**src/verilog/dli_defs.svh**
```systemverilog
`ifndef DLI_DEFS_SVH
`define DLI_DEFS_SVH
// Clock and tick timing
`define DLI_CLK_PERIOD_NS 10
`define DLI_NS_PER_MS 1000000
`define DLI_CYC_PER_MS (`DLI_NS_PER_MS / `DLI_CLK_PERIOD_NS)
`define DLI_MS_PER_S 10'h3e8
`define DLI_DIV_W 17
// Register byte offsets
`define DLI_REG_CTRL 6'h00
`define DLI_REG_T_SHORT 6'h04
`define DLI_REG_T_DOUBLE 6'h08
`define DLI_REG_T_REP 6'h0c
`define DLI_REG_T_STUCK 6'h10
`define DLI_REG_T_PREP 6'h14
`define DLI_REG_T_PDEAD 6'h18
`define DLI_REG_T_HOLD 6'h1c
`define DLI_REG_T_OREP 6'h20
`define DLI_REG_T_ODEAD 6'h24
`define DLI_REG_STATUS 6'h28
`define DLI_REG_MASK 6'h2c
`define DLI_REG_STATE 6'h30
`define DLI_REG_IDENT 6'h34
// Reset values
`define DLI_RST_SHORT 13'h01f4
`define DLI_RST_DOUBLE 11'h0c8
`define DLI_RST_REP 11'h064
`define DLI_RST_STUCK 8'h0a
`define DLI_RST_HOLD 12'h001
// Control layout: bit n enables event code n, except code 8 which uses bit 7; extra bits below
`define DLI_CTRL_MASK 15'h7eff
`define DLI_EN_OREP 4'he
`define DLI_IDENT_ON 1'h0
`define DLI_IDENT_TEST 1'h1
// Saturation limits of the counters
`define DLI_LIM_MS 14'h1fff
`define DLI_LIM_DBL 14'h07ff
`define DLI_LIM_S 14'h00ff
`define DLI_LIM_HOLD 14'h0fff
// Instance numbers
`define DLI_INST_BTN 2'h0
`define DLI_INST_POS 2'h1
`define DLI_INST_OCC 2'h2
`endif

```
**src/verilog/dli_pkg.sv**
```systemverilog
`include "dli_defs.svh"
package dli_pkg;
  typedef enum logic [1:0] {DLI_IDLE = 2'b00, DLI_HELD = 2'b01, DLI_LONG = 2'b10, DLI_STUCK = 2'b11} dli_btn_type;
  typedef enum logic [3:0] {
    DLI_EV_PRESS = 4'h0, DLI_EV_RELEASE = 4'h1, DLI_EV_SHORT = 4'h2, DLI_EV_DOUBLE = 4'h3,
    DLI_EV_LSTART = 4'h4, DLI_EV_LREPEAT = 4'h5, DLI_EV_LSTOP = 4'h6, DLI_EV_STUCK = 4'h7,
    DLI_EV_FREE = 4'h8, DLI_EV_POS = 4'h9, DLI_EV_OCC = 4'ha, DLI_EV_VAC = 4'hb,
    DLI_EV_MOVE = 4'hc, DLI_EV_NOMOVE = 4'hd
  } dli_event_type;
  typedef struct packed {
    logic [`DLI_DIV_W-1:0] div;
    logic [9:0] ms;
    logic ms_t;
    logic s_t;
  } dli_tick_type;
  typedef struct packed {
    logic ack;
    logic [31:0] rdata;
    logic [14:0] ctrl;
    logic [12:0] t_short;
    logic [10:0] t_double;
    logic [10:0] t_rep;
    logic [7:0] t_stuck;
    logic [7:0] t_prep;
    logic [13:0] t_pdead;
    logic [11:0] t_hold;
    logic [7:0] t_orep;
    logic [13:0] t_odead;
    logic [13:0] status;
    logic [13:0] mask;
    logic [1:0] ident;
    logic [1:0] inst;
    logic inst_v;
    logic btn_prev;
    dli_btn_type bst;
    logic [12:0] held_ms;
    logic [7:0] held_s;
    logic [10:0] rep_ms;
    logic dbl_arm;
    logic [10:0] dbl_ms;
    logic [7:0] pos_prev;
    logic [7:0] pos_rs;
    logic pos_pend;
    logic [13:0] pos_dly;
    logic occ;
    logic [11:0] occ_held;
    logic mov;
    logic [7:0] orep_s;
    logic o_pend;
    dli_event_type o_code;
    logic [13:0] o_dly;
    logic evt_v;
    logic [3:0] evt_c;
  } dli_core_type;
endpackage

```
**src/verilog/dli_event_gen.sv**
```systemverilog
`include "dli_defs.svh"
// Overview of operation
// Press event only while press enable set
// Release event only while release enable set
// Release before short time is short press
// Two short cycles within double time
// Long start/repeat/stop each individually enabled
// Long repeat every repeat interval while held
// Past stuck time: stop long events, stuck
// Position re-reported every report interval
// Position events delayed by dead time
// Occupied and vacant events individually enabled
// Movement and no-movement events individually enabled
// Occupancy state held at least hold time
// Repeat re-sends current occupancy event periodically
// Occupancy events delayed by dead time
// Identify request makes device physically identifiable
// Instance test reports actuated instance number
// Controller uses these only when associated
// All timing from common millisecond tick
// Reset clears timers and classification state
module dli_event_gen #(
  parameter int CYC_PER_MS = `DLI_CYC_PER_MS
) (
  input wire logic clk_sys_in,
  input wire logic rst_in,
  input wire logic [5:0] avs_address_in,
  input wire logic avs_read_in,
  input wire logic avs_write_in,
  input wire logic [31:0] avs_writedata_in,
  input wire logic [3:0] avs_byteenable_in,
  output logic [31:0] avs_readdata_out,
  output logic avs_waitrequest_out,
  input wire logic button_in,
  input wire logic [7:0] position_in,
  input wire logic occupied_in,
  input wire logic movement_in,
  output logic irq_out,
  output logic identify_out,
  output logic evt_valid_out,
  output logic [3:0] evt_code_out
);
  dli_pkg::dli_core_type st;
  dli_pkg::dli_core_type nx;
  logic ms_tick;
  logic s_tick;
  logic busy;
  logic take;
  logic press;
  logic rel;
  logic pchg;
  logic ptrig;
  logic otrig;
  dli_pkg::dli_event_type ocode;
  logic [13:0] ev;
  logic [13:0] gated;
  logic [13:0] w1c;

  // Shared time base
  dli_tick #(.CYC_PER_MS(CYC_PER_MS)) u_tick (
    .clk_sys_in(clk_sys_in),
    .rst_in(rst_in),
    .ms_tick_out(ms_tick),
    .s_tick_out(s_tick)
  );

  // Saturating up-count; saturation keeps long holds from wrapping to short
  function automatic logic [13:0] f_inc(input logic [13:0] v, input logic [13:0] lim, input logic en);
    return (en && v < lim) ? v + 14'h0001 : v;
  endfunction

  // Dead-time count-down, stops at zero
  function automatic logic [13:0] f_dn(input logic [13:0] v, input logic en);
    return (en && v != 14'h0000) ? v - 14'h0001 : v;
  endfunction

  // Byte-lane merge of a write
  function automatic logic [31:0] f_wr(input logic [31:0] o, input logic [31:0] d, input logic [3:0] be);
    logic [31:0] r;
    r = o;
    for (int i = 0; i < 4; i++)
    begin
      if (be[i])
      begin
        r[i*8 +: 8] = d[i*8 +: 8];
      end
    end
    return r;
  endfunction

  // Per-event enable; free shares the stuck enable
  function automatic logic [13:0] f_en(input logic [14:0] c);
    logic [13:0] e;
    e = c[13:0];
    e[dli_pkg::DLI_EV_FREE] = c[dli_pkg::DLI_EV_STUCK];
    return e;
  endfunction

  // Lowest event code wins the output port; status keeps the rest
  function automatic logic [3:0] f_first(input logic [13:0] v);
    logic [3:0] c;
    c = 4'h0;
    for (int i = 13; i >= 0; i--)
    begin
      if (v[i])
      begin
        c = 4'(i);
      end
    end
    return c;
  endfunction

  // Read mux; unmapped addresses read zero
  function automatic logic [31:0] f_rd(input dli_pkg::dli_core_type s, input logic [5:0] a);
    logic [31:0] r;
    r = 32'h0000_0000;
    case (a)
      `DLI_REG_CTRL: r = 32'(s.ctrl);
      `DLI_REG_T_SHORT: r = 32'(s.t_short);
      `DLI_REG_T_DOUBLE: r = 32'(s.t_double);
      `DLI_REG_T_REP: r = 32'(s.t_rep);
      `DLI_REG_T_STUCK: r = 32'(s.t_stuck);
      `DLI_REG_T_PREP: r = 32'(s.t_prep);
      `DLI_REG_T_PDEAD: r = 32'(s.t_pdead);
      `DLI_REG_T_HOLD: r = 32'(s.t_hold);
      `DLI_REG_T_OREP: r = 32'(s.t_orep);
      `DLI_REG_T_ODEAD: r = 32'(s.t_odead);
      `DLI_REG_STATUS: r = 32'(s.status);
      `DLI_REG_MASK: r = 32'(s.mask);
      `DLI_REG_STATE: r = {8'h00, s.pos_prev, 6'h00, s.inst, s.inst_v, s.o_pend, s.pos_pend,
                           s.mov, s.occ, s.btn_prev, s.bst};
      `DLI_REG_IDENT: r = 32'(s.ident);
      default: r = 32'h0000_0000;
    endcase
    return r;
  endfunction

  // Whole next-state computation
  always_comb
  begin
    nx = st;
    ev = '0;
    w1c = '0;
    ptrig = 1'b0;
    otrig = 1'b0;
    ocode = dli_pkg::DLI_EV_OCC;
    busy = avs_read_in | avs_write_in;
    take = busy & st.ack;
    press = button_in & ~st.btn_prev;
    rel = ~button_in & st.btn_prev;
    pchg = (position_in != st.pos_prev);

    // Button counters run on the millisecond and second ticks
    nx.btn_prev = button_in;
    nx.held_ms = 13'(f_inc(14'(st.held_ms), `DLI_LIM_MS, ms_tick));
    nx.held_s = 8'(f_inc(14'(st.held_s), `DLI_LIM_S, s_tick));
    nx.rep_ms = 11'(f_inc(14'(st.rep_ms), `DLI_LIM_DBL, ms_tick));
    nx.dbl_ms = 11'(f_inc(14'(st.dbl_ms), `DLI_LIM_DBL, ms_tick));
    if (st.dbl_arm && st.dbl_ms > st.t_double)
    begin
      nx.dbl_arm = 1'b0;
    end

    // Button classifier
    unique case (st.bst)
      dli_pkg::DLI_IDLE:
        if (press)
        begin
          ev[dli_pkg::DLI_EV_PRESS] = 1'b1;
          nx.held_ms = '0;
          nx.held_s = '0;
          nx.bst = dli_pkg::DLI_HELD;
          if (!st.dbl_arm || st.dbl_ms > st.t_double)
          begin
            nx.dbl_ms = '0;
          end
        end
      dli_pkg::DLI_HELD:
        if (rel)
        begin
          ev[dli_pkg::DLI_EV_RELEASE] = 1'b1;
          ev[dli_pkg::DLI_EV_SHORT] = (st.held_ms < st.t_short);
          nx.bst = dli_pkg::DLI_IDLE;
          if (st.dbl_arm && st.dbl_ms <= st.t_double)
          begin
            ev[dli_pkg::DLI_EV_DOUBLE] = 1'b1;
            nx.dbl_arm = 1'b0;
          end
          else
          begin
            nx.dbl_arm = 1'b1;
          end
        end
        else if (st.held_ms >= st.t_short)
        begin
          ev[dli_pkg::DLI_EV_LSTART] = 1'b1;
          nx.rep_ms = '0;
          nx.bst = dli_pkg::DLI_LONG;
        end
      dli_pkg::DLI_LONG:
        if (rel)
        begin
          ev[dli_pkg::DLI_EV_RELEASE] = 1'b1;
          ev[dli_pkg::DLI_EV_LSTOP] = 1'b1;
          nx.dbl_arm = 1'b0;
          nx.bst = dli_pkg::DLI_IDLE;
        end
        else if (st.ctrl[dli_pkg::DLI_EV_STUCK] && st.held_s > st.t_stuck)
        begin
          ev[dli_pkg::DLI_EV_STUCK] = 1'b1;
          nx.bst = dli_pkg::DLI_STUCK;
        end
        else if (st.rep_ms >= st.t_rep)
        begin
          ev[dli_pkg::DLI_EV_LREPEAT] = 1'b1;
          nx.rep_ms = '0;
        end
      dli_pkg::DLI_STUCK:
        if (rel)
        begin
          ev[dli_pkg::DLI_EV_RELEASE] = 1'b1;
          ev[dli_pkg::DLI_EV_FREE] = 1'b1;
          nx.dbl_arm = 1'b0;
          nx.bst = dli_pkg::DLI_IDLE;
        end
    endcase

    // Position: change or periodic report, then one dead-time slot
    nx.pos_prev = position_in;
    if (st.ctrl[dli_pkg::DLI_EV_POS])
    begin
      if (s_tick && st.t_prep != 8'h00)
      begin
        ptrig = (st.pos_rs >= st.t_prep - 8'h01);
        nx.pos_rs = ptrig ? 8'h00 : st.pos_rs + 8'h01;
      end
      ptrig = ptrig | pchg;
    end
    // A trigger during a pending delay is merged: the report carries the latest value
    if (ptrig && !st.pos_pend)
    begin
      nx.pos_pend = 1'b1;
      nx.pos_dly = st.t_pdead;
    end
    else if (st.pos_pend)
    begin
      if (st.pos_dly == 14'h0000)
      begin
        ev[dli_pkg::DLI_EV_POS] = 1'b1;
        nx.pos_pend = 1'b0;
      end
      else
      begin
        nx.pos_dly = f_dn(st.pos_dly, ms_tick);
      end
    end

    // Occupancy: hold time gates a change; movement follows directly
    nx.occ_held = 12'(f_inc(14'(st.occ_held), `DLI_LIM_HOLD, s_tick));
    if (s_tick && st.t_orep != 8'h00)
    begin
      nx.orep_s = (st.orep_s >= st.t_orep - 8'h01) ? 8'h00 : st.orep_s + 8'h01;
    end
    // Strictly greater: the first second tick after a change may come at once
    if (occupied_in != st.occ && st.occ_held > st.t_hold)
    begin
      nx.occ = occupied_in;
      nx.occ_held = '0;
      otrig = 1'b1;
      ocode = occupied_in ? dli_pkg::DLI_EV_OCC : dli_pkg::DLI_EV_VAC;
    end
    else if (movement_in != st.mov)
    begin
      nx.mov = movement_in;
      otrig = 1'b1;
      ocode = movement_in ? dli_pkg::DLI_EV_MOVE : dli_pkg::DLI_EV_NOMOVE;
    end
    else if (st.ctrl[`DLI_EN_OREP] && s_tick && st.t_orep != 8'h00 && st.orep_s >= st.t_orep - 8'h01)
    begin
      otrig = 1'b1;
      ocode = st.occ ? dli_pkg::DLI_EV_OCC : dli_pkg::DLI_EV_VAC;
    end
    // Single slot: a newer event replaces a pending one and restarts the delay
    if (otrig)
    begin
      nx.o_pend = 1'b1;
      nx.o_code = ocode;
      nx.o_dly = st.t_odead;
    end
    else if (st.o_pend)
    begin
      if (st.o_dly == 14'h0000)
      begin
        ev[st.o_code] = 1'b1;
        nx.o_pend = 1'b0;
      end
      else
      begin
        nx.o_dly = f_dn(st.o_dly, ms_tick);
      end
    end

    // Instance test: first actuated input is latched until rearmed
    if (st.ident[`DLI_IDENT_TEST] && !st.inst_v)
    begin
      if (press)
      begin
        nx.inst = `DLI_INST_BTN;
        nx.inst_v = 1'b1;
      end
      else if (pchg)
      begin
        nx.inst = `DLI_INST_POS;
        nx.inst_v = 1'b1;
      end
      else if (occupied_in != st.occ)
      begin
        nx.inst = `DLI_INST_OCC;
        nx.inst_v = 1'b1;
      end
    end

    // Avalon slave: one wait cycle, read data registered for the answer cycle
    nx.ack = busy & ~st.ack;
    if (avs_read_in && !st.ack)
    begin
      nx.rdata = f_rd(st, avs_address_in);
    end
    if (avs_write_in && take)
    begin
      case (avs_address_in)
        `DLI_REG_CTRL: nx.ctrl = 15'(f_wr(32'(st.ctrl), avs_writedata_in, avs_byteenable_in)) & `DLI_CTRL_MASK;
        `DLI_REG_T_SHORT: nx.t_short = 13'(f_wr(32'(st.t_short), avs_writedata_in, avs_byteenable_in));
        `DLI_REG_T_DOUBLE: nx.t_double = 11'(f_wr(32'(st.t_double), avs_writedata_in, avs_byteenable_in));
        `DLI_REG_T_REP: nx.t_rep = 11'(f_wr(32'(st.t_rep), avs_writedata_in, avs_byteenable_in));
        `DLI_REG_T_STUCK: nx.t_stuck = 8'(f_wr(32'(st.t_stuck), avs_writedata_in, avs_byteenable_in));
        `DLI_REG_T_PREP: nx.t_prep = 8'(f_wr(32'(st.t_prep), avs_writedata_in, avs_byteenable_in));
        `DLI_REG_T_PDEAD: nx.t_pdead = 14'(f_wr(32'(st.t_pdead), avs_writedata_in, avs_byteenable_in));
        `DLI_REG_T_HOLD: nx.t_hold = 12'(f_wr(32'(st.t_hold), avs_writedata_in, avs_byteenable_in));
        `DLI_REG_T_OREP: nx.t_orep = 8'(f_wr(32'(st.t_orep), avs_writedata_in, avs_byteenable_in));
        `DLI_REG_T_ODEAD: nx.t_odead = 14'(f_wr(32'(st.t_odead), avs_writedata_in, avs_byteenable_in));
        `DLI_REG_STATUS: w1c = 14'(f_wr(32'h0000_0000, avs_writedata_in, avs_byteenable_in));
        `DLI_REG_MASK: nx.mask = 14'(f_wr(32'(st.mask), avs_writedata_in, avs_byteenable_in));
        `DLI_REG_IDENT:
        begin
          nx.ident = 2'(f_wr(32'(st.ident), avs_writedata_in, avs_byteenable_in));
          nx.inst_v = 1'b0;
        end
        default: nx.ident = st.ident;
      endcase
    end

    // Enable gating; a new event beats a write-one-to-clear in the same cycle
    gated = ev & f_en(st.ctrl);
    nx.status = (st.status & ~w1c) | gated;
    nx.evt_v = |gated;
    nx.evt_c = f_first(gated);
  end

  // State register; reset leaves every timer idle and no event pending
  always_ff @(posedge clk_sys_in or posedge rst_in)
  begin
    if (rst_in)
    begin
      st <= '0;
      st.t_short <= `DLI_RST_SHORT;
      st.t_double <= `DLI_RST_DOUBLE;
      st.t_rep <= `DLI_RST_REP;
      st.t_stuck <= `DLI_RST_STUCK;
      st.t_hold <= `DLI_RST_HOLD;
    end
    else
    begin
      st <= nx;
    end
  end

  assign avs_waitrequest_out = busy & ~st.ack;
  assign avs_readdata_out = st.rdata;
  assign irq_out = |(st.status & st.mask);
  assign identify_out = st.ident[`DLI_IDENT_ON];
  assign evt_valid_out = st.evt_v;
  assign evt_code_out = st.evt_c;
endmodule

```
**src/verilog/dli_tick.sv**
```systemverilog
`include "dli_defs.svh"
// Millisecond and second enables shared by every timer of the block
module dli_tick #(
  parameter int CYC_PER_MS = `DLI_CYC_PER_MS
) (
  input wire logic clk_sys_in,
  input wire logic rst_in,
  output logic ms_tick_out,
  output logic s_tick_out
);
  dli_pkg::dli_tick_type st;
  dli_pkg::dli_tick_type nx;
  logic wrap;

  // Divider chain; the second tick coincides with a millisecond tick
  always_comb
  begin
    nx = st;
    wrap = (st.div == `DLI_DIV_W'(CYC_PER_MS - 1));
    nx.div = wrap ? '0 : st.div + `DLI_DIV_W'(1);
    nx.ms_t = wrap;
    nx.s_t = wrap && (st.ms == `DLI_MS_PER_S - 10'h001);
    if (wrap)
    begin
      nx.ms = nx.s_t ? 10'h000 : st.ms + 10'h001;
    end
  end

  always_ff @(posedge clk_sys_in or posedge rst_in)
  begin
    if (rst_in)
    begin
      st <= '0;
    end
    else
    begin
      st <= nx;
    end
  end

  assign ms_tick_out = st.ms_t;
  assign s_tick_out = st.s_t;
endmodule
```
**config.mk**
```make
export PLATFORM = sky130hd
export DESIGN_NAME = dli_event_gen
export DESIGN_NICKNAME = d
export VERILOG_FILES = /design/src/verilog/dli_pkg.sv /design/src/verilog/dli_event_gen.sv /design/src/verilog/dli_tick.sv
export VERILOG_INCLUDE_DIRS = /design/src /design/src/verilog
export SDC_FILE = /design/constraint.sdc
export NUM_CORES = 1
export LEC_CHECK = 0
export ABC_AREA = 1
export BUFFER_PORTS_ARGS = -buffer_cell sky130_fd_sc_hd__buf_2
export CAP_MARGIN = 40
export CORE_MARGIN = 4
export CORE_UTILIZATION = 45
export DETAILED_ROUTE_END_ITERATION = 12
export GPL_TIMING_DRIVEN = 0
export HOLD_SLACK_MARGIN = 0.08
export PLACE_DENSITY = 0.67
export SKIP_CTS_REPAIR_TIMING = 1
export SLEW_MARGIN = 0
export SYNTH_ARGS = -nofsm -noshare
export SYNTH_HDL_FRONTEND = slang
export SYNTH_HIERARCHICAL = 1
export SYNTH_SLANG_ARGS = --single-unit
```
**constraint.sdc**
```tcl
create_clock -name clk_sys_in -period 8.2 [get_ports clk_sys_in]
set_input_delay 0.41 -clock clk_sys_in [delete_from_list [all_inputs] [get_ports clk_sys_in]]
set_output_delay 0.41 -clock clk_sys_in [all_outputs]
set_load 0.005 [all_outputs]
```
# Yosys cells after proc, flatten, opt, wreduce, memory -nomap -nowiden
# Index checks and enable logic that the tools add are counted.
[totals] reg_bits=332 input_bits=57 output_inout_bits=40 wordCells=296
[op_classes] n_addsub=13 order_cmp=16 n_eq_ne=27 mux=105 bitwise=16 reduce_logical=70
[ops] cell="24-bit one-hot mux with 14 select lines" n=1
[ops] cell="14-bit two-way mux" n=11
[ops] cell="11-bit two-way mux" n=10
[ops] cell="3-bit AND reduction" n=22
[ops] cell="4-bit two-way mux" n=14
[ops] cell="14-bit bitwise AND" n=3
[ops] cell="1-bit two-way mux" n=37
[ops] cell="6-bit == test, second input constant" n=6
[ops] cell="8-bit two-way mux" n=4
[ops] cell="15-bit two-way mux" n=2
[ops] cell="14-bit logical NOT" n=2
[ops] cell="14-bit nonzero test" n=2
[ops] cell="14-bit OR reduction" n=2
[ops] cell="14-bit by 1-bit subtractor with 14-bit output, second input constant" n=2
[ops] cell="8-bit by 1-bit adder with 8-bit output, second input constant" n=3
[ops] cell="6-bit by 5-bit == test with 1-bit output, second input constant" n=4
[ops] cell="12-bit two-way mux" n=2
[ops] cell="3-bit two-way mux" n=8
[ops] cell="23-bit two-way mux" n=1
[ops] cell="11-bit by 1-bit adder with 11-bit output, second input constant" n=2
[ops] cell="1-bit logical AND" n=22
[ops] cell="11-bit less-than comparator, second input constant" n=2
[ops] cell="11-bit one-hot mux with 2 select lines" n=1
[ops] cell="21-bit two-way mux" n=1
[ops] cell="52 further kinds" n=83

# Longest topological paths before layout
[depth] depth_word=27 ltp_mapped=24 depth_no_buf=24

# Cells and area by module
# Netlist, hierarchy kept.
[by_module_without_submodules] mod="dli_event_gen" instances=1 cells_per_inst=2066 area_per_inst_um2=16529.6 seq_area_each_um2=7375.8
[by_module_without_submodules] mod="dli_tick" instances=1 cells_per_inst=231 area_per_inst_um2=1720.4 seq_area_each_um2=725.7

# Worst setup path before layout
# OpenSTA, ideal clock, no wires.
[synth_timing] path_kind="register -> register" start="register st[173] (netlist name)" end="register st (netlist bit evt_code_out[0])" setup_time_ns=0.129 arrival_ns=2.820 t_required_ns=8.071 setup_slack_ns=5.251 path_stages_with_launch=21 n_path_buf=0 period_less_slack_ns=2.949 path_cell_list="dfrtp_1 -> nor2_1 -> nand2_1 -> or3_1 -> nor3_1 -> xor2_1 -> ha_1 -> a21oi_1 -> o21a_1 -> nand2_1 -> a21oi_4 -> nand2_4 -> nor2_4 -> nand3_1 -> a21bo_1 -> nand2_1 -> nand2_1 -> nand2_1 -> nand2_1 -> nand2_1 -> a21oi_1"
[synth_lines] element="from (decl)" line_no="dli_event_gen.sv:43" rtl="dli_pkg::dli_core_type st;"
[synth_lines] element="from (signal assigned)" line_no="dli_event_gen.sv:374" rtl="st <= nx;"

==> impl_metrics.yaml <==
status:
  outcome: "finished clean"
grt:
  grt_max_degree: 40
  use_met3: 0.0399
  antenna_found_initial: 1
  grt_pass1_vias: 16000
  top_usage_layer: "met2"
  grt_usage: 0.248
  grt_use_met2: 0.399
  grt_use_met1: 0.339
  grt_overflow: 0
  grt_pass1_wl_um: 87200
synth:
  synth_area_leaders: "dfrtp_1, nand2_1, inv_1"
  yosys_warnings: 6
  seq_area_frac_synth: 0.444
  synth.most_common_cell: "nand2_1"
  synth-seq-cells: 323
  synth_area_sq_um: 18300
  synth_cell_types: 65
  synth_area_per_cell_sq_um: 7.95
  synth_edf_count: 0
  async_flop_share: 1.00
  synthCells: 2297
  yosys.area.top_type: "dfrtp_1"
  synth_top_area_share: 0.422
  ys.flop_type: "dfrtp_1"
  synthTopCellsByCount: "nand2_1, inv_1, dfrtp_1, nor2_1, o21ai_0"
hold_path:
  min_path_type: "in2reg"
routing:
  ant_nets: 0
  vias: 16400
  drcViolationCount: 0
  vias_per_cell: 5.47
  wl_um: 54900
  drtIter0Drc: 1426
  dr.pass1.iters: 6
  wl_per_cell_um: 18.4
floorplanning:
  initial_core_util: 0.457
  dieArea_sq_um: 43800
  die_h_um: 209
  io_pins: 97
  core.rowCount: 73
  die_x_um: 209
  core-area_sq_um: 39900
clock_tree:
  root_buffer: "clkbuf_16"
  path_clk_slew_ns: 0.06
  cts_sinks: 323
  clk_latency_ns: 0.56
  cts_tree: "done"
  htree_levels: 2
  cts_buffer_depth: 3
  numCtsBuffers: 39
critical_path:
  required_ns: 8.65
  endpoint_kind: "flop"
  r2r_setup_slack_ns: 4.28
  critPathKind: "reg2reg"
  critPathMaxFanout: 10
  critPathLaunchType: "flop"
  arrival_ns: 4.38
power_and_ir_drop:
  p_leak_uw: 0.0102
  powerDensity_nw_per_um2: 221
  power.total_uw: 4630
  vdd_drop_max_mv: 0.132
final_layout:
  final_core_util: 0.526
  insertedDiodeCount: 0
  drive_above_1_share: 0.104
  syn_to_final_growth_pct: 15.0
  finish.net_count: 2584
  fin_cells: 2990
placed_design:
  dp_cells: 2910
  dp_hpwl_um: 41800
  gp_congestion: 0.993
  port_buffers: 68
  dp_worst_setup_slack_ns: 4.37
sta:
  slew_viol_final: 0
  setup_tns_ns: 0
  skew_ns: 0.0192
  post-route-period-util: 0.478
  setup_viol: 0
  slew_headroom: 0.435
  finalHoldViolations: 0
  fmax_mhz: 255
  worst_pin_slew_ns: 0.847
  finalCriticalPeriod_ns: 3.92
  finalWorstSetupSlack_ns: 4.28
  rsz0062_at_grt: "no"
run:
  max_cap_viol_count: 0
-- cell usage in the layout (no fill, tap or decap), drive strengths merged, types with 7 or more instances in the layout --
master,instances
a31oi,11
a221oi,18
nor3,57
a211oi,8
o22ai,36
a21oi,79
nand2,505
dlygate4sd3,10
mux2,10
clkbuf,97
dfstp,15
o21ai,234
nor2,232
nor3b,7
a22oi,8
inv,327
ha,91
dfrtp,308
xor2,55
nand3,94
o31ai,7
clkinv,9
nor4,10
buf,122
nand4,35
xnor2,14
conb,9
-- final timing paths --
kind                                           start               to  depth (start not counted)
worst max-delay path                         st[171]  evt_code_out[1]                         19
worst min-delay path            avs_writedata_in[14]          st[270]                          3
worst max register to register               st[171]  evt_code_out[1]                         19
worst min register to register         u_tick/st[12]    u_tick/st[12]                          1
max in group asynchronous                     rst_in          st[235]                          6
min in group asynchronous                     rst_in    u_tick/st[17]                          3
-- sequential cells by signal, indices dropped and copies added, names as in the netlist --
| name | count |
|---|---|
| u_tick/st | 27 |
| identify_out | 1 |
| evt_valid_out | 1 |
| st | 265 |
| u_tick/ms_tick_out | 1 |
| u_tick/s_tick_out | 1 |
| avs_readdata_out | 23 |
| evt_code_out | 4 |
-- worst max-delay path, stage by stage (launching register included) --
cell and delay [ns]:
dfrtp_1 0.38, inv_1 0.19, nand2_1 0.11, or3_1 0.36
nor3_1 0.21, xor2_1 0.21, ha_1 0.27, a21oi_1 0.17
o21a_1 0.14, nand2_1 0.19, a21oi_4 0.27, nand2_4 0.16
inv_2 0.10, buf_6 0.14, nand4_1 0.08, nand2_1 0.13
nand3_1 0.13, a31oi_1 0.31, nor2_1 0.08, nor2_1 0.18
-- report_power, final --
part	internal, uW	switching, uW
logic	311	642
registers	1710	107
clock network	1150	708
total	3180	1460
-- per-stage QoR --
step	cell area, sq um	hold WS, ns
after floorplan	18300	0.433
after global placement	19300	0.447
after detailed placement	19500	0.473
after CTS	20900	-0.0960
after global routing	21000	0.141
final	21000	0.121
-- cells by family after synthesis --
| family | after synthesis | synth area share |
|---|---|---|
| fa+ha+maj | 91 | 0.0624 |
| flops | 323 | 0.444 |
| buf+inv | 413 | 0.0930 |
| other cells | 1 | 0.000205 |
| simple gates | 954 | 0.224 |
| compound gates | 435 | 0.137 |
| mux | 11 | 0.00672 |
| xor+xnor | 69 | 0.0331 |
-- cell type report --
class	instances	area, sq um
clock buffers	55	1170
inverters	329	1240
flip-flops and latches	323	8100
well taps	525	657
plain buffers	84	463
fillers	3665	18900
repair buffers	90	654
multi-input cells	1569	8480
clock inverters	15	215
-- layer usage --
metal | vias up | share of wire
met2 | 650 | 0.46
li1 | 7786 | -
met1 | 7806 | 0.43
met5 | - | 0.00027
met4 | 2 | 0.039
met3 | 122 | 0.075
Note: power is estimated with default switching activity, not from simulation.
